## src/rtl/adcsq_pkg.sv

```systemverilog
// Package: register map, field positions, reset values and timing for the ADC sequencer
package adcsq_pkg;
  // Register byte offsets on the APB bus
  localparam logic [7:0] OFS_CONTROL    = 8'h00;
  localparam logic [7:0] OFS_CLKPWR     = 8'h04;
  localparam logic [7:0] OFS_RESULT_LO  = 8'h08;
  localparam logic [7:0] OFS_RESULT_HI  = 8'h0C;
  localparam logic [7:0] OFS_IRQ_STATUS = 8'h10;
  localparam logic [7:0] OFS_IRQ_ENABLE = 8'h14;
  localparam logic [7:0] OFS_IRQ_CLEAR  = 8'h18;
  // Control register fields
  localparam int CH_LSB    = 0;
  localparam int DONE_BIT  = 6;
  localparam int START_BIT = 7;
  localparam int PCR_LSB   = 3;
  // Clock/power register fields
  localparam int DIV_LSB   = 0;
  localparam int PWROFF_BIT = 7;
  // Reset values
  localparam logic [7:0] CONTROL_RST = 8'h40;
  localparam logic [7:0] CLKPWR_RST  = 8'h80;
  // Divider codes and terminal counts (period minus one) in system clocks
  localparam logic [2:0] DIV_CODE_2  = 3'h0;
  localparam logic [2:0] DIV_CODE_8  = 3'h1;
  localparam logic [2:0] DIV_CODE_32 = 3'h2;
  localparam logic [4:0] DIV_CNT_2   = 5'h01;
  localparam logic [4:0] DIV_CNT_8   = 5'h07;
  localparam logic [4:0] DIV_CNT_32  = 5'h1F;
  // Conversion length in converter clock periods
  localparam logic [4:0] CONV_PERIODS = 5'h10;
  // Sequencer states
  typedef enum logic [1:0]
  {
    ADCSQ_IDLE  = 2'b00,
    ADCSQ_RESET = 2'b01,
    ADCSQ_CONV  = 2'b10
  } adcsq_state_t;
endpackage

```

## src/rtl/adcsq_top.sv

```systemverilog
// ADC control sequencer: APB registers, channel/pin control, divider, conversion timing
// Summary of operation
// - Route exactly one of eight analog inputs to the converter by channel select.
// - Pin config 111 makes all eight shared pins analog inputs.
// - Pin config zero leaves all pins digital and powers converter down.
// - A start bit pulse 0 to 1 to 0 begins one conversion.
// - Rising start resets converter, forces done-low flag to 1, held while high.
// - Hardware clears done-low flag to 0 at end of conversion.
// - End of conversion sets interrupt flag; interrupt asserts only when enabled.
// - Divider field: 000 div 2, 001 div 8, 010 div 32, 011 undefined.
// - Converter on only when power-off bit is 0 and pin config non-zero.
// - Pull-ups disconnected on pins assigned as analog inputs.
// - Analog pins override the port direction register.
// - Conversion takes sixteen converter clock periods before clearing done-low.
// - Result bits 11..4 in high byte, bits 3..0 in low byte upper nibble.
//
// Decided for this implementation: the APB interface to the registers and the register offsets.
`timescale 1ns/1ps
module adcsq_top
(
  // Clock, reset, enable
  input  wire logic        clk,
  input  wire logic        rst,
  input  wire logic        clk_en,
  // APB slave
  input  wire logic        psel,
  input  wire logic        penable,
  input  wire logic        pwrite,
  input  wire logic [7:0]  paddr,
  input  wire logic [31:0] pwdata,
  output logic      [31:0] prdata,
  output logic             pready,
  output logic             pslverr,
  // Converter analog core
  input  wire logic [11:0] conv_result,
  output logic      [2:0]  conv_channel,
  output logic             conv_power_on,
  output logic             conv_reset,
  output logic             conv_clk,
  // Port B pin control
  input  wire logic [7:0]  pin_pullup_req,
  input  wire logic [7:0]  port_direction_control,
  output logic      [7:0]  analog_input_pins,
  output logic      [7:0]  pin_pullup_en,
  output logic      [7:0]  pin_dir_input,
  // Interrupt
  output logic             irq
);

  // Register state
  logic [2:0]  analog_channel_select_q;
  logic [2:0]  pin_config_select_q;
  logic        start_q;
  logic        conversion_done_low_q;
  logic [2:0]  conv_clock_divider_select_q;
  logic        converter_power_off_q;
  logic [11:0] result_q;
  logic        irq_status_q;
  logic        irq_enable_q;
  adcsq_pkg::adcsq_state_t state_q;
  logic [4:0]  div_cnt_q;
  logic [4:0]  period_cnt_q;
  logic        start_prev_q;

  // Decoded strobes
  logic        apb_wr;
  logic        apb_rd;
  logic        conv_enable;
  logic        start_rise;
  logic        start_fall;
  logic        div_tick;
  logic        conv_end;
  logic [4:0]  div_top;
  logic [7:0]  analog_mask;

  assign apb_wr = psel && penable && pwrite && clk_en;
  assign apb_rd = psel && !penable && !pwrite;

  // Converter is live only with power bit clear and pins assigned
  assign conv_enable = !converter_power_off_q && (pin_config_select_q != 3'h0);

  assign start_rise = start_q && !start_prev_q;
  assign start_fall = !start_q && start_prev_q;

  // Divide ratio select; the undefined code falls back to the slowest safe ratio
  always_comb
  begin
    unique case (conv_clock_divider_select_q)
      adcsq_pkg::DIV_CODE_2:  div_top = adcsq_pkg::DIV_CNT_2;
      adcsq_pkg::DIV_CODE_8:  div_top = adcsq_pkg::DIV_CNT_8;
      adcsq_pkg::DIV_CODE_32: div_top = adcsq_pkg::DIV_CNT_32;
      default:                div_top = adcsq_pkg::DIV_CNT_32;
    endcase
  end

  assign div_tick = (div_cnt_q == div_top);
  assign conv_end = (state_q == adcsq_pkg::ADCSQ_CONV) && div_tick
                    && (period_cnt_q == adcsq_pkg::CONV_PERIODS - 5'h01);

  // Analog mask: contiguous from pin 0, count = 1 + config for non-zero config (000 gives none), 111 gives all eight
  genvar g;
  generate
    for (g = 0; g < 8; g++)
    begin : g_mask
      assign analog_mask[g] = (pin_config_select_q != 3'h0)
                              && (g <= 32'(pin_config_select_q));
    end
  endgenerate

  // APB answers in the access cycle with zero wait states
  always_ff @(posedge clk)
  begin
    if (rst)
    begin
      pready  <= 1'b0;
      pslverr <= 1'b0;
    end
    else if (clk_en)
    begin
      pready  <= psel && !penable;
      pslverr <= psel && !penable && (paddr > adcsq_pkg::OFS_IRQ_CLEAR);
    end
  end

  // Read data registered during setup; unmapped reads as zero
  always_ff @(posedge clk)
  begin
    if (rst)
      prdata <= 32'h0000_0000;
    else if (clk_en && apb_rd)
    begin
      unique case (paddr)
        adcsq_pkg::OFS_CONTROL:
          prdata <= {24'h000000, start_q, conversion_done_low_q,
                     pin_config_select_q, analog_channel_select_q};
        adcsq_pkg::OFS_CLKPWR:
          prdata <= {24'h000000, converter_power_off_q, 4'h0,
                     conv_clock_divider_select_q};
        adcsq_pkg::OFS_RESULT_LO:
          prdata <= {24'h000000, result_q[3:0], 4'h0};
        adcsq_pkg::OFS_RESULT_HI:
          prdata <= {24'h000000, result_q[11:4]};
        adcsq_pkg::OFS_IRQ_STATUS:
          prdata <= {31'h0000_0000, irq_status_q};
        adcsq_pkg::OFS_IRQ_ENABLE:
          prdata <= {31'h0000_0000, irq_enable_q};
        default:
          prdata <= 32'h0000_0000;
      endcase
    end
  end

  // Control register writes
  always_ff @(posedge clk)
  begin
    if (rst)
    begin
      analog_channel_select_q <= adcsq_pkg::CONTROL_RST[2:0];
      pin_config_select_q     <= adcsq_pkg::CONTROL_RST[5:3];
      start_q                 <= adcsq_pkg::CONTROL_RST[7];
    end
    else if (apb_wr && paddr == adcsq_pkg::OFS_CONTROL)
    begin
      analog_channel_select_q <= pwdata[adcsq_pkg::CH_LSB +: 3];
      pin_config_select_q     <= pwdata[adcsq_pkg::PCR_LSB +: 3];
      start_q                 <= pwdata[adcsq_pkg::START_BIT];
    end
  end

  // Clock and power register writes
  always_ff @(posedge clk)
  begin
    if (rst)
    begin
      conv_clock_divider_select_q <= adcsq_pkg::CLKPWR_RST[2:0];
      converter_power_off_q       <= adcsq_pkg::CLKPWR_RST[7];
    end
    else if (apb_wr && paddr == adcsq_pkg::OFS_CLKPWR)
    begin
      conv_clock_divider_select_q <= pwdata[adcsq_pkg::DIV_LSB +: 3];
      converter_power_off_q       <= pwdata[adcsq_pkg::PWROFF_BIT];
    end
  end

  // Start edge history
  always_ff @(posedge clk)
  begin
    if (rst)
      start_prev_q <= 1'b0;
    else if (clk_en)
      start_prev_q <= start_q;
  end

  // Divider free-runs only in conversion so periods align to the start
  always_ff @(posedge clk)
  begin
    if (rst)
    begin
      div_cnt_q <= 5'h00;
      conv_clk  <= 1'b0;
    end
    else if (clk_en)
    begin
      if (state_q != adcsq_pkg::ADCSQ_CONV || div_tick)
        div_cnt_q <= 5'h00;
      else
        div_cnt_q <= div_cnt_q + 5'h01;
      conv_clk <= (state_q == adcsq_pkg::ADCSQ_CONV)
                  && (div_cnt_q <= (div_top >> 1)); // no carry out at /32
    end
  end

  // Sequencer: reset while start high, convert after falling edge
  always_ff @(posedge clk)
  begin
    if (rst)
    begin
      state_q      <= adcsq_pkg::ADCSQ_IDLE;
      period_cnt_q <= 5'h00;
    end
    else if (clk_en)
    begin
      if (!conv_enable)
        state_q <= adcsq_pkg::ADCSQ_IDLE;
      else if (start_rise || start_q)
        state_q <= adcsq_pkg::ADCSQ_RESET;
      else
      begin
        unique case (state_q)
          adcsq_pkg::ADCSQ_IDLE:
            state_q <= adcsq_pkg::ADCSQ_IDLE;
          adcsq_pkg::ADCSQ_RESET:
            if (start_fall)
            begin
              state_q      <= adcsq_pkg::ADCSQ_CONV;
              period_cnt_q <= 5'h00;
            end
          adcsq_pkg::ADCSQ_CONV:
            if (div_tick)
            begin
              period_cnt_q <= period_cnt_q + 5'h01;
              if (conv_end)
                state_q <= adcsq_pkg::ADCSQ_IDLE;
            end
          default:
            state_q <= adcsq_pkg::ADCSQ_IDLE;
        endcase
      end
    end
  end

  // Done-low flag and result capture
  always_ff @(posedge clk)
  begin
    if (rst)
    begin
      conversion_done_low_q <= adcsq_pkg::CONTROL_RST[adcsq_pkg::DONE_BIT];
      result_q              <= 12'h000;
    end
    else if (clk_en)
    begin
      if (start_rise && conv_enable)
        conversion_done_low_q <= 1'b1;
      else if (conv_end)
      begin
        conversion_done_low_q <= 1'b0;
        result_q              <= conv_result;
      end
    end
  end

  // Sticky interrupt status: set wins over a same-cycle clear
  always_ff @(posedge clk)
  begin
    if (rst)
      irq_status_q <= 1'b0;
    else if (conv_end && clk_en)
      irq_status_q <= 1'b1;
    else if (apb_wr && paddr == adcsq_pkg::OFS_IRQ_CLEAR && pwdata[0])
      irq_status_q <= 1'b0;
  end

  // Interrupt enable register
  always_ff @(posedge clk)
  begin
    if (rst)
      irq_enable_q <= 1'b0;
    else if (apb_wr && paddr == adcsq_pkg::OFS_IRQ_ENABLE)
      irq_enable_q <= pwdata[0];
  end

  // Registered outputs to converter, pins and interrupt
  always_ff @(posedge clk)
  begin
    if (rst)
    begin
      conv_channel      <= 3'h0;
      conv_power_on     <= 1'b0;
      conv_reset        <= 1'b1;
      analog_input_pins <= 8'h00;
      pin_pullup_en     <= 8'h00;
      pin_dir_input     <= 8'hFF;
      irq               <= 1'b0;
    end
    else if (clk_en)
    begin
      conv_channel      <= analog_channel_select_q;
      conv_power_on     <= conv_enable;
      conv_reset        <= (state_q != adcsq_pkg::ADCSQ_CONV) || start_q;
      analog_input_pins <= analog_mask;
      pin_pullup_en     <= pin_pullup_req & ~analog_mask;
      pin_dir_input     <= port_direction_control | analog_mask;
      irq               <= irq_status_q && irq_enable_q;
    end
  end

  // Assertions
  AST_DONE_SET: assert property (@(posedge clk) disable iff (rst)
    (clk_en && start_rise && conv_enable) |=> conversion_done_low_q)
    else $error("done-low flag not set on start rise");
  AST_DONE_CLR: assert property (@(posedge clk) disable iff (rst)
    (clk_en && conv_end && !start_rise) |=> !conversion_done_low_q)
    else $error("done-low flag not cleared at conversion end");
  AST_IRQ_SET: assert property (@(posedge clk) disable iff (rst)
    (clk_en && conv_end) |=> irq_status_q)
    else $error("interrupt status not set at conversion end");
  AST_IRQ_GATE: assert property (@(posedge clk) disable iff (rst)
    irq |-> $past(irq_enable_q))
    else $error("interrupt raised while disabled");
  AST_PWR: assert property (@(posedge clk) disable iff (rst)
    (clk_en && (converter_power_off_q || pin_config_select_q == 3'h0)) |=> !conv_power_on)
    else $error("converter powered while off");
  AST_ALL_ANALOG: assert property (@(posedge clk) disable iff (rst)
    (clk_en && pin_config_select_q == 3'h7) |=> analog_input_pins == 8'hFF)
    else $error("config 111 not all analog");
  AST_PULLUP: assert property (@(posedge clk) disable iff (rst)
    (pin_pullup_en & analog_input_pins) == 8'h00)
    else $error("pull-up left on analog pin");
  AST_DIR: assert property (@(posedge clk) disable iff (rst)
    (analog_input_pins & ~pin_dir_input) == 8'h00)
    else $error("analog pin not forced to input");
  AST_CHAN: assert property (@(posedge clk) disable iff (rst)
    clk_en |=> conv_channel == $past(analog_channel_select_q))
    else $error("channel not routed");
  AST_DIV2: assert property (@(posedge clk) disable iff (rst)
    (clk_en && state_q == adcsq_pkg::ADCSQ_CONV && div_cnt_q == 5'h00
     && conv_clock_divider_select_q == adcsq_pkg::DIV_CODE_2) |-> div_tick == 1'b0)
    else $error("divide by two period wrong");
  AST_START: assert property (@(posedge clk) disable iff (rst)
    (clk_en && state_q == adcsq_pkg::ADCSQ_RESET && start_fall && conv_enable)
    |=> state_q == adcsq_pkg::ADCSQ_CONV)
    else $error("conversion not begun on start fall");
  AST_LEN: assert property (@(posedge clk) disable iff (rst)
    conv_end |-> period_cnt_q == 5'h0F)
    else $error("conversion length not sixteen periods");
endmodule

```

## config.mk

```make
export PLATFORM = sky130hd
export DESIGN_NAME = adcsq_top
export DESIGN_NICKNAME = d
export VERILOG_FILES = /design/src/rtl/adcsq_pkg.sv /design/src/rtl/adcsq_top.sv
export SDC_FILE = /design/constraint.sdc
export NUM_CORES = 1
export LEC_CHECK = 0
export BUFFER_PORTS_ARGS = -buffer_cell sky130_fd_sc_hd__clkbuf_2
export CAP_MARGIN = 20
export CORE_ASPECT_RATIO = 0.5
export CORE_MARGIN = 2
export CORE_UTILIZATION = 53
export CTS_BUF_LIST = sky130_fd_sc_hd__clkbuf_4 sky130_fd_sc_hd__clkbuf_8 sky130_fd_sc_hd__clkbuf_16
export CTS_CLUSTER_DIAMETER = 30
export DETAILED_ROUTE_END_ITERATION = 10
export PLACE_DENSITY = 0.84
export SYNTH_ARGS = -nofsm -noshare
export SYNTH_HDL_FRONTEND = slang
export SYNTH_SLANG_ARGS = --single-unit
```

## constraint.sdc

```tcl
create_clock -name clk -period 3.3 [get_ports clk]
set_input_delay 0.66 -clock clk [delete_from_list [all_inputs] [get_ports clk]]
set_output_delay 0.66 -clock clk [all_outputs]
set_load 0.01 [all_outputs]
```

==> reports/metrics.cfg, run 1 <==
[worst_setup_path]
path_max_fanout = 7
crit_top_cell = or3_1
setup.worst_path.end_class = flip-flop
r2r_setup_slack_ns = 0.95
worst_r2r_path_depth = 5
r2r-end = period_cnt_q[3]$_SDFFE_PP0P_
cp_data_arrival_time_ns = 2.66
start_kind = input pin
critPathTopFamily = simple AND/OR/NAND/NOR gates
r2r-start = pin_config_select_q[0]$_SDFFE_PP0P_
crit_required_ns = 3.52
slowest_delay_ns = 0.77
path_cells = clkbuf_2 -> or3_1 -> or3_1 -> or4b_1 -> mux2i_1 -> nor2_1
cp_num_buf_inv = 1
crit_type = in -> reg
cp_slowest_cell = or4b_1

[routing]
wirelength_mm = 8.526
drc = 0
wl_met3_um = 625
firstDrtPassIters = 5
viasPerCell = 5.398
wl_met2_mm = 3.856
drtIter0Drc = 208
wl_met1_mm = 3.904
route.vias.total = 3201
wl_per_cell_um = 14.38
antenna_violating_nets_post_route = 0
highest_layer = met4

[worst_hold_path]
min_to = analog_input_pins[1]$_SDFFE_PP0P_
worstHoldPathType = reg -> reg
whs_path_depth = 1
min-delay-start = analog_input_pins[1]$_SDFFE_PP0P_

[layout]
seq_area_mm2 = 0.001602
fillers = 556
drive_gt1_share_pct = 23.75
syn2layout_area_growth_pct = 18.23
antennaDiodeCount = 0
final_nets = 579
final_core_util_pct = 65.14
multi_input_area_mm2 = 0.001859

[timing]
finalCritPeriodShare_pct = 73.94
drv_slew = 0
skew_ns = 0.004638
finalHoldViolCount = 0
fin_crit_ns = 2.440
max_slew_margin_pct = 54.10
max_freq_mhz = 409.9
grt_setup_unrepaired = false
setup_viol = 0
worst_pin_slew_ns = 0.6886
final.setup.tns_ns = 0

[clocking]
cts_tree = done
cts_resized = 0
cts_setup_buffers = 0
clock_sinks = 80
clock_tree.buffer_depth = 2
cts_made_buffers = 9
holdBufCountCts = 0
cts-root-buf = clkbuf_16
clk-insertion-delay-late_ns = 0.34
clk_pin_slew_worst_paths_ns = 0.06
htreeDepth = 3

[die]
die_w_um = 122.3
start_util_pct = 55.10
die_area_mm2 = 0.007718
row_count = 21
chipHeight_um = 63.13
coreArea_mm2 = 0.006726
io_pins = 139

[synthesis]
postSynth.asyncResetShare_pct = 0
ys_types = 48
ys_seq_area_share_pct = 43.21
synth_flop_cell = dfxtp_1
synth.ff_latch_count = 80
synth_edf_count = 0
netlist_area_mm2 = 0.003706
yosys_warnings = 0
syn_inst = 420
synth.avg_cell_area_um2 = 8.824

[grt]
grt_max_degree = 34
grt_pass1_vias = 3007
grt_pass1_wl_mm = 14.35
grt_overflow = 0
grt_usage_pct = 23.76
antenna_found_initial = 0

[power_and_ir_drop]
leakage_nw = 2.033
powerDensity_mw_per_mm2 = 468.9
p_total_w = 0.002055
ir_drop_mv = 0.3509

[run]
maxCapViolCount = 0

[place]
place_congestion = 0.8208
port_buffers = 89
hpwl_mm = 5.896

[status]
status = completed

==> power by group <==
group | switching, W | internal [W] | total [W]
Sequential | 0.00000728 | 0.000980 | 0.000988
Combinational | 0.0000869 | 0.0000526 | 0.000140
Clock | 0.000391 | 0.000536 | 0.000927
==> cells in the mapped netlist, types with 3 or more instances <==
| master | count | area [um^2] |
|---|---|---|
| dfxtp_1 | 80 | 1602 |
| nor2_1 | 54 | 202.7 |
| mux2i_1 | 41 | 410.4 |
| nand2_1 | 31 | 116.4 |
| a21oi_1 | 26 | 130.1 |
| buf_4 | 24 | 180.2 |
| clkbuf_1 | 20 | 75.07 |
| nand3_1 | 20 | 100.1 |
| o21ai_0 | 16 | 80.08 |
| inv_1 | 10 | 37.54 |
| ha_1 | 9 | 112.6 |
| nor3_1 | 8 | 40.04 |
| nand3b_1 | 6 | 45.04 |
| nand4_1 | 6 | 37.54 |
| or3_1 | 6 | 37.54 |
| a22o_1 | 5 | 43.79 |
| buf_1 | 5 | 18.77 |
| a211oi_1 | 4 | 30.03 |
| buf_2 | 4 | 20.02 |
| o21a_1 | 4 | 30.03 |
| nand4b_1 | 3 | 26.28 |
| nor4_1 | 3 | 18.77 |
| xor2_1 | 3 | 26.28 |
==> cell usage in the layout, fill, tap and decap left out, drive strengths merged, types with 2 or more instances in the layout <==
cell and count:
a211oi 4, a21oi 26, a22o 5, a22oi 2, and4 2, buf 6
clkbuf 100, clkinv 3, conb 24, dfxtp 80, ha 9, inv 11
mux2 2, mux2i 41, mux4 2, nand2 31, nand2b 2, nand3 20
nand3b 6, nand4 6, nand4b 3, nor2 54, nor3 9, nor4 3
o21a 4, o21ai 16, o31ai 2, or2 2, or3 6, xor2 3
==> registers in the layout, summed over array words and instances, names as in the netlist, 2 cells and up <==
signal / flops
result_q: 12
analog_input_pins: 8
pin_dir_input: 8
pin_pullup_en: 8
prdata: 8
div_cnt_q: 5
period_cnt_q: 5
analog_channel_select_q: 3
conv_channel: 3
conv_clock_divider_select_q: 3
pin_config_select_q: 3
state_q: 2
==> layer usage <==
layer / global-route usage, % / vias to the layer above
met5: 0 / -
met2: 37.01 / 129
li1: - / 1574
met4: 7.902 / 0
met3: 7.699 / 16
met1: 31.19 / 1482
==> cells by family (layout without fill, tap and decap cells) <==
family          Yosys count  in the layout  share of synthesized area [%]
other cells               1             24                         0.1012
fa+ha+maj                 9              9                          3.039
buf+inv                  63            121                          8.947
mux                      45             45                          12.90
compound gates           67             67                          11.17
xor+xnor                  4              4                         0.9455
simple gates            151            151                          19.68
flops                    80             80                          43.21
==> stage by stage <==
step | setup slack (ns) | hold WS (ns) | std cells | instance area (um^2)
finish | 0.8601 | 0.4637 | 593 | 4382
detailed placement | 0.5568 | 0.4570 | 577 | 4104
global placement | 0.5784 | 0.4460 | 577 | 4104
floorplan | 0.8149 | 0.4497 | 443 | 3792
CTS | 0.8716 | 0.4681 | 593 | 4382
global route | 0.7804 | 0.4773 | 593 | 4382
==> cell type report <==
type	instances	area share [%]
clock inverter	5	0.7139
inverter	10	0.8567
clock buffer	11	5.625
sequential	80	36.55
timing repair buffer	95	11.19
multi-input combinational	300	42.43
tap	92	2.627
==> worst max-delay path by stage <==
| stage | to | startpoint | cells past startpoint | slack, ns |
|---|---|---|---|---|
| finish | analog_channel_select_q[1]$_SDFFE_PP0P_ | paddr[5] | 6 | 0.86 |
| floorplan | pin_config_select_q[2]$_SDFFE_PP0P_ | paddr[5] | 7 | 0.81 |
| global route | analog_channel_select_q[0]$_SDFFE_PP0P_ | paddr[5] | 6 | 0.78 |
| global placement | analog_channel_select_q[2]$_SDFFE_PP0P_ | paddr[5] | 6 | 0.58 |
| detailed placement | analog_channel_select_q[0]$_SDFFE_PP0P_ | paddr[5] | 6 | 0.56 |
| CTS | analog_channel_select_q[1]$_SDFFE_PP0P_ | paddr[5] | 6 | 0.87 |
(Power assumes the default switching activity.)
==> run 2, diff against run 1 <==
--- a/config.mk
+++ b/config.mk
@@ -5,15 +5,16 @@
 export SDC_FILE = /design/constraint.sdc
 export NUM_CORES = 1
 export LEC_CHECK = 0
+export ABC_AREA = 1
 export BUFFER_PORTS_ARGS = -buffer_cell sky130_fd_sc_hd__clkbuf_2
 export CAP_MARGIN = 20
 export CORE_ASPECT_RATIO = 0.5
 export CORE_MARGIN = 2
-export CORE_UTILIZATION = 53
+export CORE_UTILIZATION = 45
 export CTS_BUF_LIST = sky130_fd_sc_hd__clkbuf_4 sky130_fd_sc_hd__clkbuf_8 sky130_fd_sc_hd__clkbuf_16
 export CTS_CLUSTER_DIAMETER = 30
 export DETAILED_ROUTE_END_ITERATION = 10
-export PLACE_DENSITY = 0.84
+export PLACE_DENSITY = 0.75
 export SYNTH_ARGS = -nofsm -noshare
 export SYNTH_HDL_FRONTEND = slang
 export SYNTH_SLANG_ARGS = --single-unit
==> constraint.sdc (replaced) <==
create_clock -name clk -period 2 [get_ports clk]
set_input_delay 0.4 -clock clk [delete_from_list [all_inputs] [get_ports clk]]
set_output_delay 0.4 -clock clk [all_outputs]
set_load 0.01 [all_outputs]
==> reports/metrics.cfg, run 2 <==
[layout]
antennaDiodeCount = 0  ; unchanged
drive_gt1_share_pct = 22.10  ; -1.7 points
fillers = 868  ; +56%
fin_cells = 764  ; +29%
top_register = result_q
mostFrequentLayoutCells = nand2_1 (120), clkbuf_2 (89), nor2_1 (79), dfxtp_1 (79), inv_1 (50)
final_common_cell = nand2_1
final_nets = 725  ; +25%
seq_area_mm2 = 0.001603  ; about the same
syn2layout_area_growth_pct = 19.87
largest_reg_flops = 12  ; unchanged
multi_input_area_mm2 = 0.001897  ; +2.0%

[power_and_ir_drop]
ir_drop_mv = 0.4680  ; +33%
p_sw_share_pct = 23.88  ; +0.28 points
p_sw_w = 0.0008601  ; +77%
p_comb_share_pct = 8.4  ; +1.6 points
powerDensity_mw_per_mm2 = 763.4  ; +63%
leakage_nw = 2.265  ; +11%
pwr-share-seq_pct = 45.8  ; -2.3 points
power_frac_clock_pct = 45.8  ; +0.7 points
intPower_w = 0.002741  ; +75%

[place]
dpl.cell_count = 748  ; +30%
hpwl_mm = 6.460  ; +9.6%
place_congestion = 0.8912  ; +8.6%
port_buffers = 89  ; unchanged

[synthesis]
syn_inst = 554  ; +32%
synth.ff_latch_count = 80  ; unchanged
ys_seq_area_share_pct = 40.70  ; -2.5 points
synth_most_common_cell = nand2_1
synth_simple_gate_area_share_pct = 30.68  ; +11 points
synthAdderAreaFrac_pct = 2.862  ; -0.18 points
synth_edf_count = 0  ; unchanged
synth_flop_cell = dfxtp_1
yosys_warnings = 0  ; unchanged
synth_top_area_share_pct = 40.70  ; -2.5 points
synth_area_leaders = dfxtp_1 (41%), nand2_1 (11%), nor2_1 (7.5%), a21oi_1 (5.3%), buf_4 (5.2%)
synthTopCellsByCount = nand2_1 (120), dfxtp_1 (80), nor2_1 (79)
synth_xor_area_share_pct = 1.113  ; +0.17 points
postSynth.asyncResetShare_pct = 0  ; unchanged
synth_top_area_cell = dfxtp_1
netlist_area_mm2 = 0.003935  ; +6.2%
synth.avg_cell_area_um2 = 7.103  ; -20%
ys_types = 36  ; -25%
synth_top_family_by_area = simple AND/OR/NAND/NOR gates
muxShareOfSynthArea_pct = 0  ; -13 points
synth_compound_area_share_pct = 11.26  ; +0.081 points

[worst_setup_path]
cp_data_arrival_time_ns = 2.05  ; -0.61 ns
setup.worst_path.end_class = flip-flop
r2r-start = conv_clock_divider_select_q[1]$_SDFFE_PP0P_
endpoint = conversion_done_low_q$_SDFFE_PP1P_
crit_type = reg -> reg
worst_r2r_path_depth = 10  ; +5
start_kind = flip-flop
r2r-end = conversion_done_low_q$_SDFFE_PP1P_
startpoint = conv_clock_divider_select_q[1]$_SDFFE_PP0P_
path_max_fanout = 3  ; -4
crit_required_ns = 2.21  ; -1.31 ns
r2r_setup_slack_ns = 0.16  ; -0.79 ns

[grt]
grt_usage_pct = 18.99  ; -4.8 points
grt_pass1_vias = 3136  ; +4.3%
grt_max_degree = 40  ; +18%
grt_pass1_wl_mm = 14.37  ; +0.19%
grt_overflow = 0  ; unchanged
antenna_found_initial = 0  ; unchanged

[routing]
drtIter0Drc = 245  ; +18%
route.vias.total = 3583  ; +12%
drc = 0  ; unchanged
wirelength_mm = 8.681  ; +1.8%
viasPerCell = 4.690  ; -13%
antenna_violating_nets_post_route = 0  ; unchanged
wl_per_cell_um = 11.36  ; -21%
firstDrtPassIters = 4  ; -1

[die]
io_pins = 139  ; unchanged
start_util_pct = 45.82  ; -9.3 points
row_count = 24  ; +14%
coreArea_mm2 = 0.008588  ; +28%
die_area_mm2 = 0.009554  ; +24%
chipHeight_um = 70.13  ; +11%
die_w_um = 136.2  ; +11%

[run]
maxCapViolCount = 0  ; unchanged

[timing]
fin_crit_ns = 1.842
finalCritPeriodShare_pct = 92.12
setup_viol = 0  ; unchanged
skew_ns = 0.007185  ; +0.002547 ns
drv_slew = 0  ; unchanged
finalHoldViolCount = 0  ; unchanged
grt_setup_unrepaired = false
final.setup.tns_ns = 0  ; unchanged
max_freq_mhz = 542.8

[clocking]
clock_tree.buffer_depth = 2  ; unchanged
htreeDepth = 3  ; unchanged
clock_sinks = 80  ; unchanged
cts-root-buf = clkbuf_16
clk_pin_slew_worst_paths_ns = 0.06  ; about the same
cts_tree = done
clk-insertion-delay-late_ns = 0.34  ; about the same
cts_made_buffers = 9  ; unchanged

[worst_hold_path]
worstHoldPathType = in -> reg

[status]
status = completed

run 2: changes by cell type after synthesis, moves of 11 or more:
cell / delta
nand3_1: +19
inv_1: +40
a21oi_1: +16
mux2i_1: -41
nor2_1: +25
o21ai_0: +11
nand2_1: +89
run 2: critical path: stages, from the launching register on:
cell and delay (ns):
dfxtp_2 0.35, inv_2 0.06, nand2_2 0.07, nor2_1 0.06, ha_1 0.31, nand3_1 0.15
nand3b_1 0.20, nor2_1 0.16, nand3_1 0.17, nand2_1 0.10, o211ai_1 0.09
run 2: through the flow:
| step | hold slack [ns] | instance area [um^2] | utilization, % | total power (W) | setup WS, ns |
|---|---|---|---|---|---|
| 6_report | 0.2732 | 4717 | 54.92 | 0.003601 | 0.1577 |
| 3_3_place_gp | 0.4434 | 4418 | 51.44 | 0.001983 | 0.1001 |
| 5_1_grt | 0.2896 | 4717 | 54.92 | 0.003743 | 0.02014 |
| 4_1_cts | 0.2636 | 4716 | 54.91 | 0.003632 | 0.04403 |
| 2_1_floorplan | 0.4374 | 4021 | - | 0.001899 | 0.2697 |
| 3_5_place_dp | 0.4554 | 4418 | 51.44 | 0.001987 | 0.06540 |
run 2: layer usage:
layer  GRT usage [%]  share of wire (%)  vias up
met2           30.15                 45       98
met3           5.810                6.8        9
met5               0                  0        -
met4           4.167               0.81        0
li1                -                  -     1893
met1           25.51                 48     1583
run 2: layout make-up:
class	instances	share of cell area (%)
Multi-Input combinational cell	393	40.21
Tap cell	117	3.103
Inverter	59	4.828
Timing Repair Buffer	99	11.56
Clock buffer	11	5.093
Clock inverter	5	1.220
Sequential cell	80	33.98
run 2: worst min-delay path by stage:
stage / startpoint / to / slack [ns] / cells after the start
4_1_cts: port_direction_control[1] / pin_dir_input[1]$_SDFFE_PP1P_ / 0.26 / 3
2_1_floorplan: irq_enable_q$_SDFFE_PP0P_ / irq_enable_q$_SDFFE_PP0P_ / 0.44 / 2
3_3_place_gp: pin_dir_input[4]$_SDFFE_PP1P_ / pin_dir_input[4]$_SDFFE_PP1P_ / 0.44 / 2
3_5_place_dp: pin_dir_input[4]$_SDFFE_PP1P_ / pin_dir_input[4]$_SDFFE_PP1P_ / 0.46 / 2
5_1_grt: port_direction_control[7] / pin_dir_input[7]$_SDFFE_PP1P_ / 0.29 / 3
6_report: port_direction_control[6] / pin_dir_input[6]$_SDFFE_PP1P_ / 0.27 / 3
run 2: cells by family after synthesis:
logic type,count (synthesis)
compound gates,83
xor+xnor,5
fa+ha+maj,9
buf+inv,104
flops,80
other cells,1
simple gates,272
run 2: repair_timing:
| action | 4_1_cts | 5_1_grt |
|---|---|---|
| hold endpoints to repair | 0 | 0 |
| endpoints found under the setup margin | 0 | 19 |
| hold buffers | 0 | 0 |
| gates resized for setup | 0 | 2 |
| setup buffers | 0 | 0 |
run 2: power groups by stage:
stage / sequential (W) / clock, W / combinational, W
5_1_grt: 0.00165 / 0.00175 / 0.000344
3_3_place_gp: 0.00168 / 0 / 0.000298
4_1_cts: 0.00165 / 0.00168 / 0.000304
6_report: 0.00165 / 0.00165 / 0.000304
2_1_floorplan: 0.00170 / 0 / 0.000199
3_5_place_dp: 0.00168 / 0 / 0.000303
==> run 3, diff against run 2 <==
==> constraint.sdc (replaced) <==
create_clock -name clk -period 2 [get_ports clk]
set_input_delay 0.1 -clock clk [delete_from_list [all_inputs] [get_ports clk]]
set_output_delay 0.1 -clock clk [all_outputs]
set_load 0.01 [all_outputs]
==> reports/metrics.cfg, run 3 (same netlist as run 2, synthesis figures left out) <==
[clocking]
cts_tree = done
clock_sinks = 80  ; unchanged
htreeDepth = 3  ; unchanged
clk-insertion-delay-late_ns = 0.34  ; about the same
clk_pin_slew_worst_paths_ns = 0.06  ; about the same
cts_made_buffers = 9  ; unchanged
cts-root-buf = clkbuf_16
clock_tree.buffer_depth = 2  ; unchanged

[timing]
setup_viol = 0  ; unchanged
finalCritPeriodShare_pct = 91.35  ; -0.77 points
finalHoldViolCount = 0  ; unchanged
final.setup.tns_ns = 0  ; unchanged
setup_ws_ns = 0.1731  ; +0.01540 ns
skew_ns = 0.007523  ; +0.0003382 ns
max_freq_mhz = 547.4  ; +0.84%
grt_setup_unrepaired = false
fin_crit_ns = 1.827  ; -0.01540 ns
hold_slack_ns = 0.01260  ; -0.2606 ns
drv_slew = 0  ; unchanged

[layout]
antennaDiodeCount = 0  ; unchanged
mostFrequentLayoutCells = nand2_1 (120), clkbuf_2 (89), nor2_1 (79), dfxtp_1 (79), inv_1 (50)
drive_gt1_share_pct = 21.49  ; -0.61 points
final_common_cell = nand2_1
top_register = result_q
syn2layout_area_growth_pct = 22.70
final_nets = 734  ; +1.2%
largest_reg_flops = 12  ; unchanged
fin_area_mm2 = 0.004828  ; +2.4%

[die]
start_util_pct = 45.82  ; unchanged
row_count = 24  ; unchanged
chipHeight_um = 70.13  ; unchanged
io_pins = 139  ; unchanged
die_area_mm2 = 0.009554  ; unchanged
die_w_um = 136.2  ; unchanged
coreArea_mm2 = 0.008588  ; unchanged

[routing]
drtIter0Drc = 264  ; +7.8%
wl_per_cell_um = 11.46  ; +0.87%
drc = 0  ; unchanged
viasPerCell = 4.784  ; +2.0%
firstDrtPassIters = 5  ; +1
antenna_violating_nets_post_route = 0  ; unchanged
wirelength_mm = 8.860  ; +2.1%
route.vias.total = 3698  ; +3.2%

[worst_setup_path]
critPathTopFamily = simple AND/OR/NAND/NOR gates
path_cells = inv_2 -> nand2_2 -> nor2_1 -> ha_1 -> nand3_1 -> nor2_4 -> nand3_4 -> nor2_4 -> buf_12 -> nand2_1 -> nand2_1 -> nor2_1
slowest_delay_ns = 0.35  ; about the same
path_max_fanout = 24  ; +21
crit_type = reg -> reg
r2r-start = conv_clock_divider_select_q[1]$_SDFFE_PP0P_
r2r-end = result_q[4]$_SDFFE_PP0P_
endpoint = result_q[4]$_SDFFE_PP0P_
cp_data_arrival_time_ns = 2.06  ; about the same
cp_num_buf_inv = 2  ; +1
setup.worst_path.end_class = flip-flop
worst_r2r_path_depth = 12  ; +2
r2r_setup_slack_ns = 0.17  ; +0.02 ns
crit_cells = 12  ; +2
crit_required_ns = 2.24  ; +0.03 ns
startpoint = conv_clock_divider_select_q[1]$_SDFFE_PP0P_
start_kind = flip-flop
cp_slowest_cell = dfxtp_2

[power_and_ir_drop]
ir_drop_mv = 0.4046  ; -14%
powerDensity_mw_per_mm2 = 774.8  ; +1.5%
leakage_nw = 2.301  ; +1.6%

[worst_hold_path]
worstHoldPathType = in -> reg

[grt]
grt_pass1_vias = 3228  ; +2.9%
grt_overflow = 0  ; unchanged
grt_usage_pct = 19.35  ; +0.35 points
grt_max_degree = 35  ; -13%
antenna_found_initial = 0  ; unchanged
grt_pass1_wl_mm = 14.72  ; +2.4%

[place]
dpl_cell_area_mm2 = 0.004390  ; -0.62%
hpwl_mm = 6.440  ; -0.30%
dpl_worst_slack_ns = 0.1004  ; +0.03503 ns
place_congestion = 0.8886  ; -0.29%
port_buffers = 89  ; unchanged

[run]
maxCapViolCount = 0  ; unchanged

[status]
status = completed

[run 3: changes by cell type in the layout (fill, tap and decap cells not counted)]
cell and change:
bufinv_16 +1, clkbuf_8 +1, clkinvlp_4 +2, clkbuf_4 -1
clkinv_2 -1, dlygate4sd3_1 +11, buf_4 -1, buf_12 -1
clkinv_4 -2
[run 3: how the worst min path moves through the flow]
stage / start / to / depth (start not counted)
2_1_floorplan: rst / pin_dir_input[0]$_SDFFE_PP1P_ / 2
3_3_place_gp: port_direction_control[6] / pin_dir_input[6]$_SDFFE_PP1P_ / 3
3_5_place_dp: port_direction_control[1] / pin_dir_input[1]$_SDFFE_PP1P_ / 3
4_1_cts: pwdata[7] / converter_power_off_q$_SDFFE_PP1P_ / 3
5_1_grt: pin_pullup_req[3] / pin_pullup_en[3]$_SDFFE_PP0P_ / 3
6_report: pwdata[7] / converter_power_off_q$_SDFFE_PP1P_ / 3
[run 3: repair_timing]
action | 4_1_cts | 5_1_grt
resized for setup | 0 | 2
buffers inserted | 0 | 0
endpoints found under the hold margin | 11 | 0
setup endpoints to repair | 0 | 18
hold buffers | 11 | 0
[run 3: layout make-up]
cell class / instances / area, um^2
clock inverters: 5 / 80.08
repair buffers: 108 / 628.1
multi-input cells: 393 / 1897
well taps: 117 / 146.4
clock buffers: 11 / 246.5
inverters: 59 / 227.7
flip-flops and latches: 80 / 1603
fillers: 830 / 3760
[run 3: worst min-delay path, delay by kind of cell]
kind	cells	cell delay [ns]
compound gates	1	0.07
buf+inv	1	0.09
simple gates	1	0.05
[run 3: report_power, final]
| part | switching (W) | total (W) | internal [W] |
|---|---|---|---|
| Combinational | 0.000191 | 0.000316 | 0.000125 |
| Sequential | 0.0000197 | 0.00165 | 0.00163 |
| Clock | 0.000636 | 0.00177 | 0.00114 |
| Total | 0.000847 | 0.00374 | 0.00289 |
[run 3: layer usage]
layer  up-vias  track usage [%]  wire, um
met5         -                0         0
met3        16            4.720       598
li1       1914                -         -
met2       126            30.37      3963
met4         0            6.829       158
met1      1642            26.00      4140
[run 3: per-stage QoR]
stage	util (%)	cells	power, W
floorplan	-	577	0.001899
CTS	56.21	773	0.003766
finish	56.22	773	0.003741
global placement	51.12	746	0.001978
detailed placement	51.12	746	0.001983
global route	56.22	773	0.003875
